===== src/logic/rsx_pkg.sv =====
/*
 * constants and types for the return-stack control-flow executor.
 * assumes a 21-bit program counter, a 31-entry return stack and
 * a core that hands one fetched opcode per instruction cycle.
 */
// Summary of operation
// - push writes the program counter plus two into the stack top.
// - push moves the old top one level deeper in one word and one cycle; at full the top entry is overwritten instead.
// - software may overwrite the stack top before a push to build a stack.
// - relative call holds an 11-bit signed word offset, -1024 to +1023.
// - relative call pushes the program counter plus two before jumping.
// - relative call loads pc+2+2n and spends a second, idle cycle.
// - software reset returns all master-clear registers to reset values.
// - return from interrupt pops the stack top into the program counter.
// - return from interrupt sets the high or low global enable with the pop.
// - with the fast bit set, shadow w, flags and bank select are restored.
// - with the fast bit clear, w, flags and bank select are untouched.
// - return with literal loads w with the opcode's 8-bit literal.
// - return with literal pops the stack into the pc, then idles a cycle.
// - return with literal leaves the high and upper pc latches alone.
package rsx_pkg;
    localparam int PC_W = 21;
    localparam int DEPTH = 31;
    localparam int PTR_W = 5;
    localparam logic [PC_W-1:0] PC_RST = 21'h000000;
    localparam logic [PC_W-1:0] PC_STEP = 21'h000002;
    localparam logic [PTR_W-1:0] PTR_EMPTY = 5'h00;
    localparam logic [PTR_W-1:0] PTR_ONE = 5'h01;
    localparam logic [PTR_W-1:0] PTR_FULL = 5'h1f;
    localparam logic [7:0] BYTE_RST = 8'h00;
    localparam logic [3:0] BANK_RST = 4'h0;
    localparam logic [4:0] FLAGS_RST = 5'h00;
    localparam int OFS_W = 11;
    // opcode encodings
    localparam logic [15:0] OP_PUSH = 16'h0005;
    localparam logic [15:0] OP_POP = 16'h0006;
    localparam logic [15:0] OP_RESET = 16'h00ff;
    localparam logic [14:0] RETURN_FROM_IRQ_OP_HI = 15'h0008;
    localparam logic [4:0] RELATIVE_CALL_OP_HI = 5'h1b;
    localparam logic [7:0] RETURN_WITH_LITERAL_OP_HI = 8'h0c;

    typedef enum logic [1:0] {
        RSX_RUN = 2'b00,
        RSX_IDLE = 2'b01
    } rsx_state_t;
endpackage : rsx_pkg


===== src/logic/rsx_exec.sv =====
/*
 * executes push, pop, relative call, software reset, return from
 * interrupt and return with literal, one opcode per instruction cycle.
 * assumes OP_VALID marks a fetched opcode and PC_IN is its address.
 */
module rsx_exec
    import rsx_pkg::*;
(
    // clock and reset
    input wire logic REF_CLK,
    input wire logic RST,
    // instruction
    input wire logic OP_VALID,
    input wire logic [15:0] OPCODE,
    input wire logic [rsx_pkg::PC_W-1:0] PC_IN,
    input wire logic HIGH_PRIO_ACTIVE,
    // software stack-top write
    input wire logic STACK_TOP_WR,
    input wire logic [rsx_pkg::PC_W-1:0] STACK_TOP_WDATA,
    // live register writes from the rest of the core
    input wire logic WORKING_WR,
    input wire logic [7:0] WORKING_WDATA,
    input wire logic SHADOW_WR,
    input wire logic [4:0] FLAGS_IN,
    input wire logic [3:0] BANK_IN,
    input wire logic ENABLES_CLR,
    // state
    output logic [rsx_pkg::PC_W-1:0] PC_OUT,
    output logic PC_LOAD,
    output logic BUSY,
    output logic SOFT_RESET,
    output logic [7:0] WORKING,
    output logic [4:0] FLAGS,
    output logic [3:0] BANK_SELECT_REG,
    output logic [7:0] WORKING_SHADOW,
    output logic [4:0] FLAGS_SHADOW,
    output logic [3:0] BANK_SELECT_SHADOW,
    output logic HIGH_PRIO_GLOBAL_ENABLE,
    output logic LOW_PRIO_GLOBAL_ENABLE,
    output logic [rsx_pkg::PC_W-1:0] STACK_TOP,
    output logic [rsx_pkg::PTR_W-1:0] STACK_PTR
);
    typedef struct packed {
        rsx_state_t state;
        logic [PC_W-1:0] pc;
        logic pc_load;
        logic busy;
        logic soft_reset;
        logic [7:0] w;
        logic [4:0] flags;
        logic [3:0] bank;
        logic [7:0] w_sh;
        logic [4:0] flags_sh;
        logic [3:0] bank_sh;
        logic en_hi;
        logic en_lo;
        logic [PC_W-1:0] top;
        logic [PTR_W-1:0] ptr;
    } rsx_exec_t;

    rsx_exec_t st_ff;
    rsx_exec_t nxt_st;

    logic stk_push;
    logic stk_pop;
    logic stk_rst;
    logic [PC_W-1:0] stk_top;
    logic [PTR_W-1:0] stk_ptr;
    logic [PC_W-1:0] ret_addr;
    logic [PC_W-1:0] call_dest;
    logic run;
    logic is_push;
    logic is_pop;
    logic is_reset;
    logic is_irq_ret;
    logic is_call;
    logic is_lit_ret;

    // opcode classes recognised by this block
    typedef enum logic [2:0] {
        RSX_K_NONE = 3'b000,
        RSX_K_PUSH = 3'b001,
        RSX_K_POP = 3'b010,
        RSX_K_RESET = 3'b011,
        RSX_K_IRQ_RET = 3'b100,
        RSX_K_CALL = 3'b101,
        RSX_K_LIT_RET = 3'b110
    } rsx_kind_t;

    rsx_kind_t kind;

    // sign-extended word offset times two
    function automatic logic [PC_W-1:0] word_ofs(input logic [OFS_W-1:0] n);
        word_ofs = {{(PC_W-OFS_W-1){n[OFS_W-1]}}, n, 1'b0};
    endfunction : word_ofs

    // sorts a fetched word into one class; the encodings never overlap
    function automatic rsx_kind_t op_kind(input logic [15:0] code);
        op_kind = RSX_K_NONE;
        if (code == OP_PUSH) begin
            op_kind = RSX_K_PUSH;
        end else if (code == OP_POP) begin
            op_kind = RSX_K_POP;
        end else if (code == OP_RESET) begin
            op_kind = RSX_K_RESET;
        end else if (code[15:1] == RETURN_FROM_IRQ_OP_HI) begin
            op_kind = RSX_K_IRQ_RET;
        end else if (code[15:11] == RELATIVE_CALL_OP_HI) begin
            op_kind = RSX_K_CALL;
        end else if (code[15:8] == RETURN_WITH_LITERAL_OP_HI) begin
            op_kind = RSX_K_LIT_RET;
        end
    endfunction : op_kind

    assign run = OP_VALID && (st_ff.state == RSX_RUN) && !st_ff.soft_reset;
    assign kind = run ? op_kind(OPCODE) : RSX_K_NONE;
    assign is_push = kind == RSX_K_PUSH;
    assign is_pop = kind == RSX_K_POP;
    assign is_reset = kind == RSX_K_RESET;
    assign is_irq_ret = kind == RSX_K_IRQ_RET;
    assign is_call = kind == RSX_K_CALL;
    assign is_lit_ret = kind == RSX_K_LIT_RET;
    assign ret_addr = PC_IN + PC_STEP;
    assign call_dest = ret_addr + word_ofs(OPCODE[OFS_W-1:0]);

    assign stk_push = is_push || is_call;
    assign stk_pop = is_pop || is_irq_ret || is_lit_ret;
    assign stk_rst = RST || st_ff.soft_reset;

    rsx_stack u_stack (
        .clk(REF_CLK),
        .rst(stk_rst),
        .push(stk_push),
        .pop(stk_pop),
        .push_val(ret_addr),
        .top_wr(STACK_TOP_WR),
        .top_val(STACK_TOP_WDATA),
        .top(stk_top),
        .ptr(stk_ptr)
    );

    always_comb begin
        nxt_st = st_ff;
        nxt_st.pc_load = 1'b0;
        nxt_st.soft_reset = 1'b0;
        nxt_st.busy = 1'b0;
        nxt_st.state = RSX_RUN;
        if (WORKING_WR) begin
            nxt_st.w = WORKING_WDATA;
        end
        nxt_st.flags = FLAGS_IN;
        nxt_st.bank = BANK_IN;
        if (SHADOW_WR) begin
            nxt_st.w_sh = st_ff.w;
            nxt_st.flags_sh = FLAGS_IN;
            nxt_st.bank_sh = BANK_IN;
        end
        if (ENABLES_CLR) begin
            nxt_st.en_hi = 1'b0;
            nxt_st.en_lo = 1'b0;
        end
        if (is_call) begin
            nxt_st.pc = call_dest;
            nxt_st.pc_load = 1'b1;
            nxt_st.busy = 1'b1;
            nxt_st.state = RSX_IDLE;
        end else if (is_irq_ret) begin
            nxt_st.pc = stk_top;
            nxt_st.pc_load = 1'b1;
            nxt_st.busy = 1'b1;
            nxt_st.state = RSX_IDLE;
            if (HIGH_PRIO_ACTIVE) begin
                nxt_st.en_hi = 1'b1;
            end else begin
                nxt_st.en_lo = 1'b1;
            end
            if (OPCODE[0]) begin
                nxt_st.w = st_ff.w_sh;
                nxt_st.flags = st_ff.flags_sh;
                nxt_st.bank = st_ff.bank_sh;
            end
            // fast bit clear: live values kept as above
        end else if (is_lit_ret) begin
            nxt_st.w = OPCODE[7:0];
            nxt_st.pc = stk_top;
            nxt_st.pc_load = 1'b1; // pc latches are not driven
            nxt_st.busy = 1'b1;
            nxt_st.state = RSX_IDLE;
        end else if (is_reset) begin
            nxt_st.soft_reset = 1'b1;
        end
        nxt_st.top = stk_top;
        nxt_st.ptr = stk_ptr;
        if (st_ff.soft_reset) begin
            // the cycle after the reset opcode, with SOFT_RESET high, clears everything but pc_load, which it sets to load PC_RST
            nxt_st = '0;
            nxt_st.pc = PC_RST;
            nxt_st.pc_load = 1'b1;
        end
    end

    always_ff @(posedge REF_CLK) begin
        if (RST) begin
            st_ff <= '0;
            st_ff.pc <= PC_RST;
            st_ff.w <= BYTE_RST;
            st_ff.flags <= FLAGS_RST;
            st_ff.bank <= BANK_RST;
        end else begin
            st_ff <= nxt_st;
        end
    end

    assign PC_OUT = st_ff.pc;
    assign PC_LOAD = st_ff.pc_load;
    assign BUSY = st_ff.busy;
    assign SOFT_RESET = st_ff.soft_reset;
    assign WORKING = st_ff.w;
    assign FLAGS = st_ff.flags;
    assign BANK_SELECT_REG = st_ff.bank;
    assign WORKING_SHADOW = st_ff.w_sh;
    assign FLAGS_SHADOW = st_ff.flags_sh;
    assign BANK_SELECT_SHADOW = st_ff.bank_sh;
    assign HIGH_PRIO_GLOBAL_ENABLE = st_ff.en_hi;
    assign LOW_PRIO_GLOBAL_ENABLE = st_ff.en_lo;
    assign STACK_TOP = st_ff.top;
    assign STACK_PTR = st_ff.ptr;
endmodule : rsx_exec


===== src/logic/rsx_stack.sv =====
/*
 * return stack storage: flip-flop array addressed by pointer.
 * assumes the caller never asks for push and pop together.
 */
module rsx_stack
    import rsx_pkg::*;
(
    // clock and reset
    input wire logic clk,
    input wire logic rst,
    // operations
    input wire logic push,
    input wire logic pop,
    input wire logic [rsx_pkg::PC_W-1:0] push_val,
    input wire logic top_wr,
    input wire logic [rsx_pkg::PC_W-1:0] top_val,
    // state
    output logic [rsx_pkg::PC_W-1:0] top,
    output logic [rsx_pkg::PTR_W-1:0] ptr
);
    typedef struct packed {
        logic [DEPTH:1][PC_W-1:0] mem;
        logic [PTR_W-1:0] ptr;
    } rsx_stk_t;

    rsx_stk_t st_ff;
    rsx_stk_t nxt_st;

    always_comb begin
        nxt_st = st_ff;
        if (push) begin
            // pointer moves up unless full, so the old top sits one level deeper; at full the top entry is overwritten
            if (st_ff.ptr != PTR_FULL) begin
                nxt_st.ptr = st_ff.ptr + PTR_ONE;
            end
            nxt_st.mem[nxt_st.ptr] = push_val;
        end else if (pop) begin
            if (st_ff.ptr != PTR_EMPTY) begin
                nxt_st.ptr = st_ff.ptr - PTR_ONE;
            end
        end else if (top_wr && st_ff.ptr != PTR_EMPTY) begin
            nxt_st.mem[st_ff.ptr] = top_val;
        end
    end

    always_ff @(posedge clk) begin
        if (rst) begin
            st_ff <= '0;
        end else begin
            st_ff <= nxt_st;
        end
    end

    assign top = (st_ff.ptr == PTR_EMPTY) ? PC_RST : st_ff.mem[st_ff.ptr];
    assign ptr = st_ff.ptr;
endmodule : rsx_stack


===== config.mk =====
export PLATFORM = sky130hd
export DESIGN_NAME = rsx_exec
export DESIGN_NICKNAME = d
export VERILOG_FILES = /design/src/logic/rsx_pkg.sv /design/src/logic/rsx_exec.sv /design/src/logic/rsx_stack.sv
export SDC_FILE = /design/constraint.sdc
export NUM_CORES = 2
export LEC_CHECK = 0
export BUFFER_PORTS_ARGS = -buffer_cell sky130_fd_sc_hd__buf_2
export CAP_MARGIN = 20
export CORE_AREA = 8 8 411 413
export CTS_BUF_LIST = sky130_fd_sc_hd__clkbuf_8 sky130_fd_sc_hd__clkbuf_16
export CTS_CLUSTER_SIZE = 8
export DETAILED_ROUTE_END_ITERATION = 10
export DIE_AREA = 0 0 419 421
export GPL_ROUTABILITY_DRIVEN = 0
export PLACE_DENSITY_LB_ADDON = 0.08
export SLEW_MARGIN = 15
export SYNTH_ARGS = -nofsm -noshare
export SYNTH_HDL_FRONTEND = slang
export SYNTH_SLANG_ARGS = --single-unit

===== constraint.sdc =====
create_clock -name REF_CLK -period 11.6 [get_ports REF_CLK]
set_input_delay 2.32 -clock REF_CLK [delete_from_list [all_inputs] [get_ports REF_CLK]]
set_output_delay 2.32 -clock REF_CLK [all_outputs]
set_load 0.02 [all_outputs]

## Word level (Yosys, flattened, before mapping)

Index checks and enable logic that the tools add are counted.

| operators by class | value |
|---|---|
| reductions and logical operators | 22 |
| mux-type cells | 42 |
| add/sub/neg operators | 4 |
| equality and inequality tests | 14 |
| $lt $le $gt $ge | 4 |

Operators by type and width:

| operator | number |
|---|---|
| 651-bit bitwise mux | 2 |
| 651-bit 2-to-1 mux | 2 |
| 656-bit 2-to-1 mux | 1 |
| 21-bit demux with 5-bit select | 2 |
| 21-bit binary-select mux with 5-bit select | 1 |
| 21-bit 2-to-1 mux | 4 |
| 24-bit 2-to-1 mux | 3 |
| 65-bit 2-to-1 mux | 1 |
| 17-bit 2-to-1 mux | 2 |
| 16-bit by 3-bit == test with 1-bit output (second input constant) | 2 |
| 8-bit 2-to-1 mux | 3 |
| 21-bit by 2-bit adder with 21-bit output (second input constant) | 1 |
| 21-bit adder | 1 |
| 3-bit 2-to-1 mux | 7 |
| 5-bit 2-to-1 mux | 4 |
| 18-bit 2-to-1 mux | 1 |
| 16-bit by 8-bit == test with 1-bit output (second input constant) | 1 |
| 15-bit by 4-bit == test with 1-bit output (second input constant) | 1 |
| 5-bit by 6-bit less-than comparator with 1-bit output (second input constant) | 2 |
| 5-bit by 1-bit >= comparator with 1-bit output (second input constant) | 2 |
| 3-bit == test (second input constant) | 3 |
| 9-bit 2-to-1 mux | 1 |
| 8-bit by 4-bit == test with 1-bit output (second input constant) | 1 |
| 3-bit by 2-bit == test with 1-bit output (second input constant) | 2 |
| 20 further kinds | 36 |

| storage, ports and cells | value |
|---|---|
| output and inout bits | 86 |
| logic and storage cells | 134 |
| register bits after elaboration | 744 |
| input port bits | 83 |

## Depth between registers and ports, before layout

| logic depth | value |
|---|---|
| depth in word-level cells | 17 |
| mapped depth | 15 |
| gate-level depth less buffers | 14 |

## Modules after synthesis

Synthesis repeated with hierarchy kept, for this count alone.

| second synthesis, totals | value |
|---|---|
| cells, all modules | 4532 |
| area, all modules | 41602.4 µm² |

Modules (own cells, without submodules):

| module | times used | area an instance (µm²) | cells each | seq. area each (µm²) |
|---|---|---|---|---|
| rsx_stack | 1 | 36998.0 | 4026 | 13132.6 |
| rsx_exec | 1 | 4604.4 | 506 | 1721.7 |

## Worst setup path after synthesis

No wires, ideal clock.

| timing | value |
|---|---|
| path type | input port to flip-flop |
| start | input port PC_IN[1] in the netlist's numbering |
| end | register st_ff, in the netlist PC_OUT[20] |
| arrival time | 5.181 ns |
| slack | 6.293 ns |
| data required time | 11.474 ns |
| stages | 12 |
| cells stage by stage | ha_1 -> xnor2_1 -> inv_1 -> clkbuf_1 -> ha_1 -> o21ai_0 -> o21ai_0 -> a32o_1 -> or4_1 -> o21ai_0 -> xnor2_1 -> o21ai_0 |

| on the way | value |
|---|---|
| cells in the longest elaborated chain, start to end | 3 |

RTL lines:

| element | line | source |
|---|---|---|
| start, declared | rsx_exec.sv:15 | `input wire logic [rsx_pkg::PC_W-1:0] PC_IN,` |
| 21-bit by 2-bit adder with 21-bit output | rsx_exec.sv:123 | `assign ret_addr = PC_IN + PC_STEP;` |
| 21-bit adder | rsx_exec.sv:124 | `assign call_dest = ret_addr + word_ofs(OPCODE[OFS_W-1:0]);` |
| 24-bit 2-to-1 mux | rsx_exec.sv:162 | `if (is_call) begin` |
| end signal, assigned | rsx_exec.sv:210 | `st_ff <= nxt_st;` |
| end, declared | rsx_exec.sv:61 | `rsx_exec_t st_ff;` |

No other way between the ends.
A chain may end at the register's enable or synchronous reset.

## Worst setup path after layout

| timing | value |
|---|---|
| start | input port OPCODE[13] |
| end | register u_stack.st_ff[552] in the netlist's numbering |

| on the way | value |
|---|---|
| cells in the longest elaborated chain, start to end | 13 |

RTL lines:

| element | line | source |
|---|---|---|
| start, declared | rsx_exec.sv:14 | `input wire logic [15:0] OPCODE,` |
| 8-bit by 4-bit == test with 1-bit output | rsx_exec.sv:110 | `end else if (code[15:8] == RETURN_WITH_LITERAL_OP_HI) begin` |
| 3-bit 2-to-1 mux | rsx_exec.sv:110 |  |
| 3-bit 2-to-1 mux | rsx_exec.sv:108 | `end else if (code[15:11] == RELATIVE_CALL_OP_HI) begin` |
| 3-bit 2-to-1 mux | rsx_exec.sv:106 | `end else if (code[15:1] == RETURN_FROM_IRQ_OP_HI) begin` |
| 3-bit 2-to-1 mux | rsx_exec.sv:104 | `end else if (code == OP_RESET) begin` |
| 3-bit 2-to-1 mux | rsx_exec.sv:102 | `end else if (code == OP_POP) begin` |
| 3-bit 2-to-1 mux (*) | rsx_exec.sv:100 | `if (code == OP_PUSH) begin` |
| 3-bit 2-to-1 mux (*) | rsx_exec.sv:116 | `assign kind = run ? op_kind(OPCODE) : RSX_K_NONE;` |
| 3-bit by 2-bit == test with 1-bit output / 3-bit == test (equally long branches) | rsx_exec.sv:118, rsx_exec.sv:120 |  |
| 1-bit logical OR (2 in a row) | rsx_exec.sv:127 | `assign stk_pop = is_pop \|\| is_irq_ret \|\| is_lit_ret;` |
| 2-bit inequality test (no line) | n/a |  |
| 2-bit AND reduction (no line) | n/a |  |
| end signal, assigned | rsx_stack.sv:50 | `st_ff <= nxt_st;` |
| end, declared | rsx_stack.sv:26 | `rsx_stk_t st_ff;` |

Mark *: on every way between the ends. The rest lies on a longest branch, timed or not.

==> results_dict.tcl <==
set metrics [dict create \
    totalWireLength_um 247600 \
    pre_cts_slack_ps 4792 \
    clock_latency_ps 760 \
    cts_resized 0 \
    antenna_found_initial 29 \
    switchingPower_mw 1.572 \
    synth_area_leaders "dfxtp_1, o211a_1, mux4_2, o22ai_1, nor2_1" \
    synth_edf_count 0 \
    drive_above_1_share_pct 18.70 \
    intPower_mw 4.266 \
    portBuffers 168 \
    viasPerCell 6.112 \
    numCtsBuffers 104 \
    worst_pin_slew_ps 1228 \
    p_per_area_nw_per_um2 130.3 \
    synth_flop_cell "dfxtp_1" \
    yosysTopAreaCell "dfxtp_1" \
    clock-root-buffer "clkbuf_16" \
    drt_iter0_markers 4530 \
    r2r_slack_ps 6110 \
    area_growth_pct 15.78 \
    total_power_mw 5.838 \
    finalSetupViolCount 0 \
    num_io_pins 169 \
    post_cts_buffers 0 \
    start_kind "primary input" \
    p_clk_share_pct 49.4 \
    overflow 0 \
    fmax_mhz 160.7 \
    whs_ps 447.7 \
    initial_core_util_pct 23.89 \
    max-cap-violations 0 \
    cts_sinks 742 \
    stdcell_area_um2 44820 \
    crit_chain "buf_2, or4_4, nor4_2, a31o_2, buf_4, and3_1, buf_4, a21o_1, buf_4, o21a_1" \
    nNetsFinal 4222 \
    vias 38610 \
    synth_seq_cells 742 \
    multi_input_area_um2 21990 \
    end_kind "flop" \
    ant_nets 0 \
    rsz0062_at_grt "false" \
    clk_pin_slew_worst_paths_ps 60 \
    die_area_um2 176400 \
    p_leak_nw 18.91 \
    htreeDepth 3 \
    synth.net_count 4254 \
    n_fill_cell 17180 \
    async_reset_ff_share_pct 0 \
    worst-r2r-cell-count 10 \
    netlist_area_um2 38710 \
    fp.dieH_um 421 \
    netlist.area_leader.share_pct 38.37 \
    yosysMostFrequentCell "dfxtp_1" \
    final.setup.tns_ps 0 \
    outcome "complete, no violations" \
    required_ps 12290 \
    post_drt_wl_per_cell_um 39.19 \
    pwr-share-comb_pct 6.7 \
    core_area_um2 162000 \
    drcViolationCount 0 \
    slew_viol_final 0 \
    finalHoldViolations 0 \
    hp-class "flop to flop" \
    gr-usage-all-layers_pct 26.70 \
    yosysSeqAreaShare_pct 38.37 \
    cp_slowest_stage_delay_ps 830 \
    first_global_vias 37000 \
    skew_ps 48.01 \
    hold_buffers 0 \
    arrival_ps 6910 \
    dp_hpwl_um 160400 \
    rows 148 \
    ys_types 89 \
    seqCellArea_um2 14860 \
    seqPwrFrac_pct 43.9 \
    min_period_ps 6223 \
    syn_inst 4141 \
    grt_pass1_wl_um 333300 \
    critPathSlowestCell "and3_1" \
    crit_top_cell "buf_4" \
    min-delay-start "u_stack.st_ff[110]" \
    die-width_um 419 \
    period_share_pct 53.65 \
    hold_depth 2 \
    syn_avg_cell_area_um2 9.348 \
    cts_max_path_buffers 3 \
    grt_max_degree 186 \
    worst_slack_ps 5377 \
    r2r-end "u_stack.st_ff[552]" \
    firstDrtPassIters 6 \
    irDropWorstVdd_uv 113.9 \
    yosysWarnings 0 \
    cp_max_fo 37 \
    maxSlewHeadroom_pct 18.07 \
    synth_common_cells "dfxtp_1, nor2_1, o211a_1, clkbuf_1, o22ai_1" \
    crit_type "primary input to flop" \
    place_area_um2 41950 \
    min_to "u_stack.st_ff[110]" \
    sw_frac_of_total_pct 26.92 \
    cts_tree "done" \
    timing.rr.start "u_stack.ptr[1]" \
]
layout make-up:
cell class | instances | area share (%)
clock buffers | 109 | 5.986
multi-input cells | 2869 | 49.07
clock inverters | 16 | 0.2680
diodes | 14 | 0.07817
repair buffers | 343 | 4.953
well taps | 2175 | 6.072
flip-flops and latches | 742 | 33.16
inverters | 49 | 0.4104
cells by family (layout without fill, tap and decap cells):
family	count (synthesis)	count (layout)	synth area share [%]
compound gates	1650	1650	32.40
mux	199	199	9.842
buf+inv	530	517	6.177
xor+xnor	39	39	0.8824
other cells	0	14	0
flops	742	742	38.37
simple gates	951	951	11.34
fa+ha+maj	30	30	0.9891
through the flow:
stage | utilization [%] | instances
after CTS | 27.62 | 6302
after detailed placement | 25.89 | 6177
final | 27.66 | 6317
after global placement | 25.87 | 6175
after floorplan | - | 4141
after global routing | 27.64 | 6307
power by group through the flow:
stage / Combinational (mW) / Sequential, mW / Clock (mW)
floorplan: 0.192 / 2.63 / 0
global placement: 0.384 / 2.62 / 0
detailed placement: 0.382 / 2.62 / 0
CTS: 0.382 / 2.56 / 2.93
global route: 0.403 / 2.56 / 3.03
finish: 0.390 / 2.57 / 2.88
worst max path at each step:
stage	end	start	slack (ps)
after global placement	PC_OUT[19]	PC_IN[1]	4850
after CTS	u_stack.st_ff[563]	OPCODE[14]	5570
after floorplan	PC_OUT[20]	PC_IN[1]	6290
after global routing	PC_OUT[20]	PC_IN[1]	5330
final	u_stack.st_ff[552]	OPCODE[13]	5380
after detailed placement	u_stack.st_ff[568]	OPCODE[14]	4790
layout by cell type, fill, tap and decap left out, types with 71 or more instances in the layout:
cell type,instances
a221oi_1,71
o221ai_1,161
a21oi_1,137
buf_2,168
clkbuf_16,105
o22ai_1,292
mux4_2,143
dfxtp_1,739
a211oi_1,131
nand3_1,98
o21a_1,76
o21ai_0,167
o211a_1,333
a22oi_1,77
nor2_1,371
nand2_1,229
buf_4,170
worst max-delay path: cells and delay by family:
kind	cells	cell delay, ps
AO/OA/AOI/OAI	3	1090
AND/OR/NAND/NOR	3	1870
buffers and inverters	4	1550
routing by layer:
metal | wire [um] | GRT usage, % | vias up
met5 | 46 | 0 | -
li1 | - | - | 16030
met3 | 19050 | 5.599 | 481
met1 | 107300 | 35.91 | 20050
met2 | 108700 | 40.76 | 2036
met4 | 12490 | 12.50 | 8
state kept, by name, summed over array words and instances (netlist names):
register / count
HIGH_PRIO_GLOBAL_ENABLE: 1
st_ff: 1
PC_OUT: 21
PC_LOAD: 1
SOFT_RESET: 1
FLAGS: 5
FLAGS_SHADOW: 5
BANK_SELECT_SHADOW: 4
BANK_SELECT_REG: 4
STACK_TOP: 21
LOW_PRIO_GLOBAL_ENABLE: 1
u_stack.st_ff: 651
STACK_PTR: 5
u_stack.ptr: 5
WORKING_SHADOW: 8
WORKING: 8
No activity file was read; power rests on OpenSTA's default activity.
